===== src/verilog/port_pins_map.vh =====
// Offsets, field positions and reset values of the port pin block.
// Assumes a classic Wishbone slave with 32-bit data and byte addresses.
`ifndef PORT_PINS_MAP_VH
`define PORT_PINS_MAP_VH

// ****************************************************************
// Register offsets
// ****************************************************************
`define ADDR_OPEN_DRAIN_LATCH 5'h00
`define ADDR_MULTI_LATCH 5'h04
`define ADDR_THIRD_LATCH 5'h08
`define ADDR_FOURTH_LATCH 5'h0C
`define ADDR_PIN_CONTROL 5'h10
`define ADDR_PIN_LEVELS 5'h14
`define ADDR_INPUT_STATUS 5'h18

// ****************************************************************
// Control fields
// ****************************************************************
`define CTL_MASTER_MODE 0
`define CTL_VSYNC_OUT 1
`define CTL_ODD_EVEN_ON_VSYNC 2
`define CTL_COMPOSITE_SYNC 3
`define CTL_STROBES_ON_FOURTH 4
`define CTL_FOURTH_PORT_MODE 5
`define CTL_THIRD5_SYNC_OUT 6
`define CTL_WIDTH 7

// ****************************************************************
// Status fields
// ****************************************************************
`define STAT_ANALOG_LSB 0
`define STAT_ANALOG_MSB 3
`define STAT_EXT_MEM 4
`define STAT_EXT_PROG 5
`define STAT_TEST_MODE 6
`define STAT_VSYNC_LEVEL 7

// ****************************************************************
// Fourth and third port bit positions
// ****************************************************************
`define FOURTH_ADDR0 0
`define FOURTH_ADDR1 1
`define FOURTH_READ 2
`define FOURTH_WRITE 3
`define FOURTH_ADDR2 4
`define FOURTH_VSYNC 7
`define THIRD_ODD_EVEN 0
`define THIRD_TXD 1
`define THIRD_SYNC 5
`define THIRD_TEST 6

// ****************************************************************
// Reset values and fourth port masks
// ****************************************************************
`define LATCH_RESET 8'hFF
`define CONTROL_RESET 7'h00
`define FOURTH_ADDR_MASK 8'h13
`define FOURTH_STROBE_MASK 8'h0C
`define WORD_ZERO 32'h0000_0000

`endif


===== src/verilog/port_pins.v =====
// Port pin logic: open-drain port, analog input port, pull-up ports,
// sync pins, strobes, straps and reset pin, behind a Wishbone slave.
// Assumes pins are synchronous to clk_i; pull-ups are resolved outside.
// Function
// - Open-drain port pins only pull low.
// - Latched one floats the open-drain pin.
// - Four input-only pins also feed converter.
// - Third port pulled high, readable when one.
// - Third alternate functions need latch one.
// - Third port alternate function bit mapping.
// - Multifunction port pulled high, readable when one.
// - Multifunction bits carry both modulator outputs.
// - Fourth bits two, three carry strobes.
// - Fourth address lines after reset, else port.
// - Vertical sync pin: sync, input, odd/even.
// - Horizontal sync pin input or sync output.
// - Strobes active on extended RAM moves.
// - Low reset pin resets the device.
//
// Register access over Wishbone and the placing of the registers were decided locally.
`timescale 1ns/1ps
`include "port_pins_map.vh"
module port_pins #(
    parameter WIDTH = 8,
    parameter ANALOG_WIDTH = 4,
    parameter PWM8_CHANNELS = 6,
    parameter PWM14_CHANNELS = 2
) (
    // Clock and reset
    input wire clk_i,
    input wire rst_i,
    // Wishbone slave
    input wire wb_cyc_i,
    input wire wb_stb_i,
    input wire wb_we_i,
    input wire [4:0] wb_adr_i,
    input wire [3:0] wb_sel_i,
    input wire [31:0] wb_dat_i,
    output reg [31:0] wb_dat_o,
    output reg wb_ack_o,
    // Open-drain port pins
    input wire [WIDTH-1:0] open_drain_port_i,
    output wire [WIDTH-1:0] open_drain_port_o,
    output wire [WIDTH-1:0] open_drain_port_oe_o,
    // Analog input port pins and converter feed
    input wire [ANALOG_WIDTH-1:0] analog_input_port_i,
    output reg [ANALOG_WIDTH-1:0] analog_channel_o,
    // Multifunction port pins and modulator outputs
    input wire [WIDTH-1:0] multifunction_port_i,
    output wire [WIDTH-1:0] multifunction_port_o,
    output wire [WIDTH-1:0] multifunction_port_oe_o,
    input wire [PWM8_CHANNELS-1:0] pwm8_i,
    input wire [PWM14_CHANNELS-1:0] pwm14_i,
    // Third port pins
    input wire [WIDTH-1:0] third_port_i,
    output wire [WIDTH-1:0] third_port_o,
    output wire [WIDTH-1:0] third_port_oe_o,
    // Third port alternate functions
    input wire odd_even_i,
    input wire txd_i,
    output reg extra_interrupt_zero_o,
    output reg interrupt_gate_zero_o,
    output reg interrupt_gate_one_o,
    output reg counter_input_zero_o,
    output reg counter_input_one_o,
    output reg extra_interrupt_one_o,
    // Fourth port pins
    input wire [WIDTH-1:0] fourth_port_i,
    output wire [WIDTH-1:0] fourth_port_o,
    output wire [WIDTH-1:0] fourth_port_oe_o,
    input wire [2:0] upper_address_line_i,
    // Extended data RAM access strobes
    input wire extended_data_ram_read_i,
    input wire extended_data_ram_write_i,
    output reg read_strobe_n_o,
    output reg write_strobe_n_o,
    // Sync pins
    input wire vertical_sync_pin_i,
    output reg vertical_sync_pin_o,
    output reg vertical_sync_pin_oe_o,
    input wire horizontal_sync_pin_i,
    output reg horizontal_sync_pin_o,
    output reg horizontal_sync_pin_oe_o,
    input wire vsync_gen_i,
    input wire hsync_gen_i,
    input wire composite_sync_out_i,
    output reg vsync_in_o,
    output reg hsync_in_o,
    // Reset pin and straps
    input wire reset_pin_n_i,
    input wire extended_memory_strap_n_i,
    input wire external_program_strap_n_i,
    output reg device_reset_o,
    output reg ext_memory_enable_o,
    output reg ext_program_o,
    output reg test_mode_o
);

    // ****************************************************************
    // Registers
    // ****************************************************************
    reg [WIDTH-1:0] open_drain_latch;
    reg [WIDTH-1:0] multi_latch;
    reg [WIDTH-1:0] third_latch;
    reg [WIDTH-1:0] fourth_latch;
    reg [`CTL_WIDTH-1:0] pin_control;
    reg [31:0] next_dat;
    wire reset_any;
    wire req;
    wire [WIDTH-1:0] open_drain_level;
    wire [WIDTH-1:0] multi_level;
    wire [WIDTH-1:0] third_level;
    wire [WIDTH-1:0] fourth_level;
    wire [WIDTH-1:0] third_alt_in;
    wire [WIDTH-1:0] multi_alt_val;
    wire [WIDTH-1:0] third_alt_sel;
    wire [WIDTH-1:0] third_alt_val;
    wire [WIDTH-1:0] fourth_alt_sel;
    wire [WIDTH-1:0] fourth_alt_val;
    wire master;
    wire sync_out;

    // The reset pin and the system reset both clear the block.
    assign reset_any = rst_i | ~reset_pin_n_i;
    assign req = wb_cyc_i & wb_stb_i & ~wb_ack_o;
    assign master = pin_control[`CTL_MASTER_MODE];
    assign sync_out = pin_control[`CTL_COMPOSITE_SYNC] ? composite_sync_out_i : hsync_gen_i;

    // ****************************************************************
    // Wishbone writes and latches
    // ****************************************************************
    always @(posedge clk_i) begin
        if (reset_any) begin
            open_drain_latch <= `LATCH_RESET;
            multi_latch <= `LATCH_RESET;
            third_latch <= `LATCH_RESET;
            fourth_latch <= `LATCH_RESET;
            pin_control <= `CONTROL_RESET;
        end else if (req && wb_we_i && wb_sel_i[0]) begin
            case (wb_adr_i)
                `ADDR_OPEN_DRAIN_LATCH: begin
                    open_drain_latch <= wb_dat_i[WIDTH-1:0];
                end
                `ADDR_MULTI_LATCH: begin
                    multi_latch <= wb_dat_i[WIDTH-1:0];
                end
                `ADDR_THIRD_LATCH: begin
                    third_latch <= wb_dat_i[WIDTH-1:0];
                end
                `ADDR_FOURTH_LATCH: begin
                    fourth_latch <= wb_dat_i[WIDTH-1:0];
                end
                `ADDR_PIN_CONTROL: begin
                    pin_control <= wb_dat_i[`CTL_WIDTH-1:0];
                end
                default: begin
                    pin_control <= pin_control;
                end
            endcase
        end
    end

    // ****************************************************************
    // Wishbone reads
    // ****************************************************************
    always @* begin
        next_dat = `WORD_ZERO;
        case (wb_adr_i)
            `ADDR_OPEN_DRAIN_LATCH: begin
                next_dat[WIDTH-1:0] = open_drain_latch;
            end
            `ADDR_MULTI_LATCH: begin
                next_dat[WIDTH-1:0] = multi_latch;
            end
            `ADDR_THIRD_LATCH: begin
                next_dat[WIDTH-1:0] = third_latch;
            end
            `ADDR_FOURTH_LATCH: begin
                next_dat[WIDTH-1:0] = fourth_latch;
            end
            `ADDR_PIN_CONTROL: begin
                next_dat[`CTL_WIDTH-1:0] = pin_control;
            end
            `ADDR_PIN_LEVELS: begin
                next_dat = {fourth_level, third_level, multi_level, open_drain_level};
            end
            `ADDR_INPUT_STATUS: begin
                next_dat[`STAT_ANALOG_MSB:`STAT_ANALOG_LSB] = analog_channel_o;
                next_dat[`STAT_EXT_MEM] = ext_memory_enable_o;
                next_dat[`STAT_EXT_PROG] = ext_program_o;
                next_dat[`STAT_TEST_MODE] = test_mode_o;
                next_dat[`STAT_VSYNC_LEVEL] = vsync_in_o;
            end
            default: begin
                next_dat = `WORD_ZERO;
            end
        endcase
    end

    always @(posedge clk_i) begin
        if (reset_any) begin
            wb_ack_o <= 1'b0;
            wb_dat_o <= `WORD_ZERO;
        end else begin
            // Every address is answered after one cycle; unmapped ones read zero.
            wb_ack_o <= req;
            wb_dat_o <= req ? next_dat : `WORD_ZERO;
        end
    end

    // ****************************************************************
    // Alternate output routing
    // ****************************************************************
    // Both modulators share the multifunction port in fixed positions.
    assign multi_alt_val = {pwm14_i, pwm8_i};

    // Odd/even goes to bit 0 unless moved to the vertical sync pin.
    assign third_alt_sel = {2'b00,
                            master & pin_control[`CTL_THIRD5_SYNC_OUT],
                            3'b000,
                            1'b1,
                            ~pin_control[`CTL_ODD_EVEN_ON_VSYNC]};
    assign third_alt_val = {2'b11, sync_out, 3'b111, txd_i, odd_even_i};

    // Address mode holds after reset; port mode is chosen by software.
    assign fourth_alt_sel = (pin_control[`CTL_FOURTH_PORT_MODE] ? 8'h00 : `FOURTH_ADDR_MASK) |
        (pin_control[`CTL_STROBES_ON_FOURTH] ? `FOURTH_STROBE_MASK : 8'h00);
    assign fourth_alt_val = {3'b111, upper_address_line_i[2], ~extended_data_ram_write_i, ~extended_data_ram_read_i,
                             upper_address_line_i[1:0]};

    // ****************************************************************
    // Port instances
    // ****************************************************************
    // A one in the latch releases the pin; a zero pulls it low.
    quasi_port #(.WIDTH(WIDTH)) open_drain_port_u (
        .clk_i(clk_i),
        .rst_i(reset_any),
        .latch_i(open_drain_latch),
        .alt_sel_i({WIDTH{1'b0}}),
        .alt_val_i({WIDTH{1'b1}}),
        .pin_i(open_drain_port_i),
        .pin_o(open_drain_port_o),
        .pin_oe_o(open_drain_port_oe_o),
        .level_o(open_drain_level),
        .alt_in_o()
    );

    quasi_port #(.WIDTH(WIDTH)) multifunction_port_u (
        .clk_i(clk_i),
        .rst_i(reset_any),
        .latch_i(multi_latch),
        .alt_sel_i({WIDTH{1'b1}}),
        .alt_val_i(multi_alt_val),
        .pin_i(multifunction_port_i),
        .pin_o(multifunction_port_o),
        .pin_oe_o(multifunction_port_oe_o),
        .level_o(multi_level),
        .alt_in_o()
    );

    quasi_port #(.WIDTH(WIDTH)) third_port_u (
        .clk_i(clk_i),
        .rst_i(reset_any),
        .latch_i(third_latch),
        .alt_sel_i(third_alt_sel),
        .alt_val_i(third_alt_val),
        .pin_i(third_port_i),
        .pin_o(third_port_o),
        .pin_oe_o(third_port_oe_o),
        .level_o(third_level),
        .alt_in_o(third_alt_in)
    );

    quasi_port #(.WIDTH(WIDTH)) fourth_port_u (
        .clk_i(clk_i),
        .rst_i(reset_any),
        .latch_i(fourth_latch),
        .alt_sel_i(fourth_alt_sel),
        .alt_val_i(fourth_alt_val),
        .pin_i(fourth_port_i),
        .pin_o(fourth_port_o),
        .pin_oe_o(fourth_port_oe_o),
        .level_o(fourth_level),
        .alt_in_o()
    );

    // ****************************************************************
    // Alternate inputs, strobes and sync pins
    // ****************************************************************
    always @(posedge clk_i) begin
        if (reset_any) begin
            analog_channel_o <= {ANALOG_WIDTH{1'b0}};
            extra_interrupt_zero_o <= 1'b1;
            interrupt_gate_zero_o <= 1'b1;
            interrupt_gate_one_o <= 1'b1;
            counter_input_zero_o <= 1'b1;
            counter_input_one_o <= 1'b1;
            extra_interrupt_one_o <= 1'b1;
            read_strobe_n_o <= 1'b1;
            write_strobe_n_o <= 1'b1;
            vertical_sync_pin_o <= 1'b0;
            vertical_sync_pin_oe_o <= 1'b0;
            horizontal_sync_pin_o <= 1'b0;
            horizontal_sync_pin_oe_o <= 1'b0;
            vsync_in_o <= 1'b0;
            hsync_in_o <= 1'b0;
        end else begin
            analog_channel_o <= analog_input_port_i;
            extra_interrupt_zero_o <= third_alt_in[`THIRD_TXD];
            interrupt_gate_zero_o <= third_alt_in[2];
            interrupt_gate_one_o <= third_alt_in[3];
            counter_input_zero_o <= third_alt_in[4];
            counter_input_one_o <= third_alt_in[`THIRD_SYNC];
            extra_interrupt_one_o <= third_alt_in[7];
            read_strobe_n_o <= ~extended_data_ram_read_i;
            write_strobe_n_o <= ~extended_data_ram_write_i;
            if (pin_control[`CTL_ODD_EVEN_ON_VSYNC]) begin
                vertical_sync_pin_o <= odd_even_i;
                vertical_sync_pin_oe_o <= 1'b1;
            end else begin
                vertical_sync_pin_o <= vsync_gen_i;
                vertical_sync_pin_oe_o <= master & pin_control[`CTL_VSYNC_OUT];
            end
            vsync_in_o <= vertical_sync_pin_i;
            horizontal_sync_pin_o <= sync_out;
            horizontal_sync_pin_oe_o <= master;
            hsync_in_o <= master ? 1'b0 : horizontal_sync_pin_i;
        end
    end

    // ****************************************************************
    // Reset output and straps
    // ****************************************************************
    always @(posedge clk_i) begin
        device_reset_o <= reset_any;
        if (reset_any) begin
            // Straps are sampled while reset is held and kept afterwards.
            ext_memory_enable_o <= ~extended_memory_strap_n_i;
            ext_program_o <= ~external_program_strap_n_i;
            test_mode_o <= ~third_port_i[`THIRD_TEST];
        end
    end

endmodule // port_pins


===== src/verilog/quasi_port.v =====
// One port of pull-down-only pins with optional alternate outputs.
// Assumes pin inputs are synchronous to clk_i and the pull-up sits outside.
`timescale 1ns/1ps
module quasi_port #(
    parameter WIDTH = 8
) (
    // Clock and reset
    input wire clk_i,
    input wire rst_i,
    // Latch and alternate outputs
    input wire [WIDTH-1:0] latch_i,
    input wire [WIDTH-1:0] alt_sel_i,
    input wire [WIDTH-1:0] alt_val_i,
    // Pins
    input wire [WIDTH-1:0] pin_i,
    output reg [WIDTH-1:0] pin_o,
    output reg [WIDTH-1:0] pin_oe_o,
    // Reads and alternate inputs
    output reg [WIDTH-1:0] level_o,
    output reg [WIDTH-1:0] alt_in_o
);

    wire [WIDTH-1:0] drive;

    // A pin with a cleared latch is held low whatever its alternate value.
    assign drive = latch_i & ((alt_sel_i & alt_val_i) | ~alt_sel_i);

    always @(posedge clk_i) begin
        if (rst_i) begin
            pin_o <= {WIDTH{1'b0}};
            pin_oe_o <= {WIDTH{1'b0}};
            level_o <= {WIDTH{1'b1}};
            alt_in_o <= {WIDTH{1'b1}};
        end else begin
            pin_o <= {WIDTH{1'b0}};
            pin_oe_o <= ~drive;
            level_o <= pin_i;
            // Alternate inputs only see the pin while its latch holds one.
            alt_in_o <= pin_i | ~latch_i;
        end
    end

endmodule // quasi_port


===== config.mk =====
export PLATFORM = sky130hd
export DESIGN_NAME = port_pins
export DESIGN_NICKNAME = d
export VERILOG_FILES = /design/src/verilog/port_pins.v /design/src/verilog/quasi_port.v
export VERILOG_INCLUDE_DIRS = /design/src /design/src/verilog
export SDC_FILE = /design/constraint.sdc
export NUM_CORES = 1
export LEC_CHECK = 0
export BUFFER_PORTS_ARGS = -buffer_cell sky130_fd_sc_hd__buf_2
export CAP_MARGIN = 20
export CORE_ASPECT_RATIO = 0.8
export CORE_MARGIN = 5
export CORE_UTILIZATION = 30
export CTS_BUF_LIST = sky130_fd_sc_hd__clkbuf_8 sky130_fd_sc_hd__clkbuf_16
export CTS_CLUSTER_DIAMETER = 60
export DETAILED_ROUTE_END_ITERATION = 8
export PLACE_DENSITY = 0.54
export SLEW_MARGIN = 20
export SYNTH_ARGS = -nofsm -noshare
export SYNTH_HDL_FRONTEND = slang
export SYNTH_HIERARCHICAL = 1
export SYNTH_SLANG_ARGS = --single-unit

===== constraint.sdc =====
create_clock -name clk_i -period 3.55 [get_ports clk_i]
set_input_delay 0.5325 -clock clk_i [delete_from_list [all_inputs] [get_ports clk_i]]
set_output_delay 0.5325 -clock clk_i [all_outputs]
set_load 0.005 [all_outputs]

# Yosys cells after proc, flatten, opt, wreduce, memory -nomap -nowiden
# Cells that the tools add are included.
[word_totals]
ff_bits = 166
inputBits = 105
out_inout_bits = 119
[op_classes]
eq_ne = 6
mux = 7
n_bitwise = 31
reduce_logical = 11
[op_table]
columns = ["operator", "count"]
rows = [
  ["$pmux W7 S7", 1],
  ["$not A8 Y8", 5],
  ["$and A8 B8 Y8", 3],
  ["$or A8 B8 Y8", 3],
  ["$eq A5 B5 Y1 const B", 3],
  ["$eq A5 B4 Y1 const B", 2],
  ["$not A1 Y1", 10],
  ["$reduce_and A2 Y1", 5],
  ["$and A5 B8 Y8", 1],
  ["$and A6 B8 Y8", 1],
  ["$not A5 Y8", 1],
  ["$not A6 Y8", 1],
  ["$pmux W1 S6", 1],
  ["$eq A5 B3 Y1 const B", 1],
  ["$logic_not A5 Y1", 1],
  ["$mux W5", 1],
  ["$or A5 B4 Y5", 1],
  ["$and A1 B1 Y1", 4],
  ["$mux W4", 1],
  ["$reduce_or A2 Y1", 2],
  ["$mux W1", 3],
  ["$reduce_or A3 Y1", 1],
  ["$logic_and A1 B1 Y1", 2],
  ["$or A1 B1 Y1", 1],
]

# Depth between registers and ports, before layout
# Gate-level depths: netlist (run 1).
[logic_depth]
word_depth = 6
ltp_mapped = 7
ltp_nobuf = 5

# By module
# The synthesis (run 1) kept the hierarchy.
[modules_own_cells]
columns = ["module", "n_inst", "cells_per_inst", "area_per_inst_um2", "seq_area_each_um2"]
rows = [
  ["port_pins", 1, 337, 3484.6, 1911.8],
  ["quasi_port", 4, 75, 774.5, 480.5],
]

# Worst setup path before layout (run 1)
# OpenSTA, ideal clock, no wires.
[synth_path]
kind = "input to register"
startpoint = "input port wb_adr_i[3]"
endpoint = "register open_drain_latch[0]"
t_arrival_ns = 2.006
required_ns = 3.421
slack_ns = 1.415
path_stages = 6
n_path_buf = 2
cell_sequence = "buf_6 > or3_4 > buf_6 > nor4_4 > mux2i_1 > nand2_1"
[synth_via]
elab_chain_len = 2
[synth_lines]
columns = ["element", "line_no", "rtl"]
rows = [
  ["start, declared", "port_pins.v:36", "input wire [4:0] wb_adr_i,"],
  ["$logic_not A5 Y1", "port_pins.v:140", "case (wb_adr_i)"],
  ["$reduce_and A2 Y1 (no source line)", "n/a", ""],
  ["end signal, assigned", "port_pins.v:134", "open_drain_latch <= `LATCH_RESET;"],
  ["end signal, assigned", "port_pins.v:142", "open_drain_latch <= wb_dat_i[WIDTH-1:0];"],
  ["end, declared", "port_pins.v:102", "reg [WIDTH-1:0] open_drain_latch;"],
]
# Every way passes these cells.
# A chain may end at the register's enable or synchronous reset.

# Final worst setup path (run 1)
[layout_path]
startpoint = "register wb_ack_o"
endpoint = "register open_drain_latch[5]"
[layout_via]
elab_chain_len = 5
[layout_lines]
columns = ["element", "line_no", "rtl"]
rows = [
  ["start, declared", "port_pins.v:40", "output reg wb_ack_o,"],
  ["start signal, assigned", "port_pins.v:206", "wb_ack_o <= req;"],
  ["$not A1 Y1", "port_pins.v:125", "assign req = wb_cyc_i & wb_stb_i & ~wb_ack_o;"],
  ["$and A1 B1 Y1", "port_pins.v:125", ""],
  ["$logic_and A1 B1 Y1 (2 in series)", "port_pins.v:139", "end else if (req && wb_we_i && wb_sel_i[0]) begin"],
  ["$reduce_and A2 Y1 (no source line)", "n/a", ""],
]
# Every way passes these cells.

==> flow_summary.yaml, run 1 <==
global_route:
  track_usage_pct: 13.8
  grt_max_degree: 64
  grt_antenna_before_repair: 0
  grt_pass1_vias: 4198
  overflow: 0
  grt_pass1_wl_mm: 23.8
power:
  p_leak_nw: 3.38
  internal_power_mw: 3.01
  seq_power_share_pct: 48.2
  switching_share_pct: 23.5
  p_comb_share_pct: 5.6
  power.switching_mw: 0.923
  ir_drop_uv: 281
  power_frac_clock_pct: 46.2
  power_density_mw_per_mm2: 519
sta:
  fmax_mhz: 452
  tns_ns: 0
  fin_ws_ns: 1.34
  clock_skew_ns: 0.00852
  min_period_over_period_pct: 62.3
  setup_viol: 0
  rsz0062_at_grt: "no"
  worstMarginPinSlew_ns: 0.815
  hold_viol: 0
  fin_crit_ns: 2.21
  slew_viol_final: 0
  max-slew-margin-rel_pct: 45.2
detailed_routing:
  ant_nets: 0
  finalWirelength_mm: 15.5
  drc: 0
  drtIter0Drc: 198
  via_per_inst: 4.01
  avgRoutedWirePerCell_um: 14.6
  drt-pass1-iter-count: 4
  vias: 4234
place:
  io_buffers: 164
  placed_cells: 1025
  dp_slack_ns: 0.936
  dp_hpwl_mm: 11.2
  globalplace.congestion: 0.781
flow_run:
  cap_violations: 0
clocking:
  cts_resized: 0
  cts_hold_buffers: 0
  tritoncts.num_buffers: 17
  htreeDepth: 4
  cts.sinks: 164
  path_clk_slew_ns: 0.07
  clk_latency_ns: 0.42
  clockBufferDepth: 2
  clockRootBuffer: "clkbuf_16"
  cts_tree: "built"
  postCtsSetupBuffers: 0
status:
  status: "finished, final reports clean"
worst_setup_path:
  r2r-start: "wb_ack_o"
  start_kind: "flop"
  criticalPathCategory: "reg2reg"
  critPathTopFamily: "simple AND/OR/NAND/NOR gates"
  r2r_cells: 4
  crit_chain: "nand3b_1, nor4_4, mux2i_1, nand2_1"
  worst_setup_path_end_kind: "flop"
  cp_slowest_cell: "nor4_4"
  max_stage_delay_ns: 0.91
  worstPathRequired_ns: 3.84
  crit_buf_inv: 0
  cp.arrival_ns: 2.50
  cp.depth: 4
  crit_path_start: "wb_ack_o"
  crit_fanout: 8
floorplanning:
  start_util_pct: 30.3
  fp.dieW_um: 168
  dieArea_mm2: 0.0228
  fp.dieH_um: 136
  rows: 46
  coreArea_mm2: 0.0197
  ios: 224
layout:
  n_antenna_cell: 0
  final_nets: 885
  area_delta_synth_final_pct: 26.9
  drive_above_1_share_pct: 29.3
  layout.cells.non_filler: 1057
  fillCellCount: 2047
synthesis:
  yosys_warnings: 6
  syn_avg_cell_area_um2: 10.2
  synthCells: 585
  netlist_area_mm2: 0.00596
hold_path:
  min_from: "fourth_port_i[5]"
  min_delay_path_depth: 3
  hold_class: "in2reg"
## worst paths after layout
kind / end / slack, ns
setup / recovery: open_drain_latch[5] / 1.34
hold / removal: fourth_port_u/level_o[5] / 0.27
setup reg to reg: open_drain_latch[5] / 1.34
hold reg to reg: extra_interrupt_zero_o / 0.41
## flip-flops by register name, summed over array words and instances, names as in the netlist, 4 cells and up
| name | flops |
|---|---|
| multifunction_port_u/level_o | 8 |
| fourth_port_u/level_o | 8 |
| open_drain_port_u/pin_oe_o | 8 |
| third_latch | 8 |
| third_port_u/alt_in_o | 6 |
| analog_channel_o | 4 |
| wb_dat_o | 32 |
| fourth_latch | 8 |
| third_port_u/pin_oe_o | 8 |
| open_drain_port_u/level_o | 8 |
| fourth_port_u/pin_oe_o | 8 |
| multi_latch | 8 |
| multifunction_port_u/pin_oe_o | 8 |
| open_drain_latch | 8 |
| third_port_u/level_o | 8 |
| pin_control | 7 |
## tightest hold or removal path, delay by kind of cell
family | cells | cell delay (ns)
buffers and inverters | 2 | 0.10
AND/OR/NAND/NOR | 1 | 0.03
## power groups by stage
stage | registers [mW] | clock network [mW] | logic (mW)
2_1_floorplan | 1.94 | 0 | 0.156
3_3_place_gp | 1.94 | 0 | 0.220
3_5_place_dp | 1.94 | 0 | 0.221
4_1_cts | 1.89 | 1.87 | 0.222
5_1_grt | 1.90 | 1.94 | 0.249
6_report | 1.89 | 1.82 | 0.218
## final cells by class
| cell class | instances | area (um^2) | share of cell area, % |
|---|---|---|---|
| clock buffer | 19 | 464 | 6.14 |
| clock inverter | 13 | 124 | 1.64 |
| tap | 264 | 330 | 4.37 |
| sequential | 164 | 3310 | 43.8 |
| multi-input combinational | 386 | 2300 | 30.4 |
| timing repair buffer | 170 | 878 | 11.6 |
| inverter | 41 | 156 | 2.07 |
## cells in the final DEF (no fill, tap or decap), types with 7 or more instances in the layout
cell type and count:
nand2_1 40, conb_1 73, a21oi_1 43, dfxtp_1 161, and2_1 7, nor3_1 12, nand3_1 9, mux2i_1 35
nand2b_1 42, buf_2 164, inv_1 40, nor2_1 44, clkbuf_16 18, and3_1 24, nor2_4 8
## per-stage QoR
| stage | hold WS (ns) | total power [mW] | util, % | instance area, um^2 |
|---|---|---|---|---|
| 5_1_grt | 0.252 | 4.09 | 38.4 | 7570 |
| 3_3_place_gp | 0.390 | 2.16 | 35.4 | 6980 |
| 4_1_cts | 0.247 | 3.98 | 38.4 | 7570 |
| 2_1_floorplan | 0.383 | 2.09 | - | 6220 |
| 6_report | 0.268 | 3.93 | 38.4 | 7570 |
| 3_5_place_dp | 0.393 | 2.16 | 35.4 | 6980 |
## metal layers
layer	global-route usage, %	part of all wire [%]
met1	18.5	48
met2	20.7	44
met3	4.80	7.5
met4	4.55	1.2
met5	0	0
No activity file was read; power rests on OpenSTA's default activity.
==> run 2: changes to the inputs <==
PLACE_DENSITY = 0.56   (was 0.54)
clock period = 1.88 ns   (was 3.55 ns; I/O delays follow)
==> run 2 against run 1 <==
  * Die area is the same
  * Worst setup slack lost 1.1 ns
  * Register-to-register slack worse by 1.1 ns
  * Largest power group unchanged
==> flow_summary.yaml, run 2 (same netlist as run 1, synthesis figures left out) <==
status:
  status: "finished, final reports clean"
worst_setup_path:
  start_kind: "flop"
  crit_chain: "nand3b_1, buf_4, nor4_4, buf_12, mux2i_1, nand2_1"
  worstPathRequired_ns: 2.18
  cp_slowest_cell: "nor4_4"
  cp.arrival_ns: 1.94
  worst_setup_path_end_kind: "flop"
  criticalPathCategory: "reg2reg"
  max_stage_delay_ns: 0.34
  crit_fanout: 8
global_route:
  overflow: 0
  use_met3_pct: 4.33
  grt_use_met2_pct: 21.8
  track_usage_pct: 13.9
  grt_util_met1_pct: 18.2
  grt_pass1_wl_mm: 24.1
  grt_max_degree: 63
  grt_antenna_before_repair: 0
  grt_pass1_vias: 4291
  gr-max-usage-layer: "met2"
power:
  power_density_mw_per_mm2: 943
  ir_drop_uv: 558
  p_leak_nw: 3.45
layout:
  largest_register: "wb_dat_o"
  largest_reg_flops: 32
  drive_above_1_share_pct: 30.4
  n_antenna_cell: 0
  fillCellCount: 2036
  final_nets: 900
  area_delta_synth_final_pct: 29.0
  final_common_cell: "buf_2"
  final_cell_mix: "164 x buf_2, 161 x dfxtp_1, 73 x conb_1"
detailed_routing:
  ant_nets: 0
  drt-pass1-iter-count: 4
  finalWirelength_mm: 15.6
  avgRoutedWirePerCell_um: 14.6
  drc: 0
  drtIter0Drc: 251
  via_per_inst: 4.00
  vias: 4292
clocking:
  clockRootBuffer: "clkbuf_16"
  path_clk_slew_ns: 0.07
  tritoncts.num_buffers: 17
  postCtsSetupBuffers: 0
  clk_latency_ns: 0.42
  cts_resized: 0
  cts.sinks: 164
  cts_tree: "built"
  clockBufferDepth: 2
  cts_hold_buffers: 1
  htreeDepth: 4
floorplanning:
  fp.dieH_um: 136
  ios: 224
  start_util_pct: 30.3
  fp.dieW_um: 168
  rows: 46
  coreArea_mm2: 0.0197
  dieArea_mm2: 0.0228
sta:
  fmax_mhz: 612
  tns_ns: 0
  hold_viol: 0
  min_period_over_period_pct: 87.0
  rsz0062_at_grt: "no"
  clock_skew_ns: 0.00781
  fin_crit_ns: 1.63
  slew_viol_final: 0
  setup_viol: 0
  fin_ws_ns: 0.245
flow_run:
  cap_violations: 0
place:
  dp_hpwl_mm: 11.4
  io_buffers: 164
  dp_slack_ns: 0.114
  globalplace.congestion: 0.788
hold_path:
  hold_class: "in2reg"
==> run 2: cell count changes in the layout (fill, tap and decap cells not counted), sizes merged <==
cell,before,now
buf,170,184
bufinv,1,0
dlygate4sd3,0,1
inv,44,45
==> run 2: final cells by class <==
cell class,instances,area [um^2],area share (%)
Sequential cell,164,3310,43.1
Tap cell,264,330,4.29
Inverter,41,156,2.03
Clock inverter,13,97.6,1.27
Multi-Input combinational cell,386,2300,29.9
Timing Repair Buffer,185,1040,13.6
Clock buffer,19,453,5.89
==> run 2: power breakdown <==
part	internal (mW)	switching (mW)	leakage, nW
logic	0.184	0.252	1.85
registers	3.56	0.0219	1.34
clock network	1.77	1.47	0.263
==> run 2: path summary, 6_finish.rpt <==
kind / start / end / slack [ns] / cells past startpoint
min reg2reg: third_port_u/alt_in_o[5] / counter_input_one_o / 0.41 / 1
max reg2reg: wb_ack_o / open_drain_latch[6] / 0.25 / 6
max: wb_ack_o / open_drain_latch[6] / 0.25 / 6
min: extended_data_ram_read_i / read_strobe_n_o / 0.03 / 2
==> run 2: per-layer routing <==
| layer | vias up | wire [um] | part of all wire [%] |
|---|---|---|---|
| met3 | 11 | 1060 | 6.8 |
| met5 | - | 0 | 0 |
| met2 | 134 | 7000 | 45 |
| met1 | 1913 | 7410 | 47 |
| li1 | 2234 | - | - |
| met4 | 0 | 133 | 0.85 |
==> run 2: worst max-delay path: cells and delay by family, from the launching register on <==
family,cells,cell delay [ns]
buffers and inverters,2,0.40
DFF,1,0.31
muxes,1,0.19
and+or+nand+nor,3,0.60
==> run 2: metrics by stage <==
stage | hold slack [ns] | util (%) | cell area [um^2] | total power [mW] | instances
2_1_floorplan | 0.344 | - | 6220 | 3.95 | 652
3_3_place_gp | 0.390 | 36.2 | 7130 | 4.09 | 1039
3_5_place_dp | 0.394 | 36.2 | 7130 | 4.09 | 1039
4_1_cts | 0.00211 | 39.1 | 7690 | 7.38 | 1072
5_1_grt | 0.00972 | 39.1 | 7690 | 7.59 | 1072
6_report | 0.0251 | 39.1 | 7690 | 7.25 | 1072
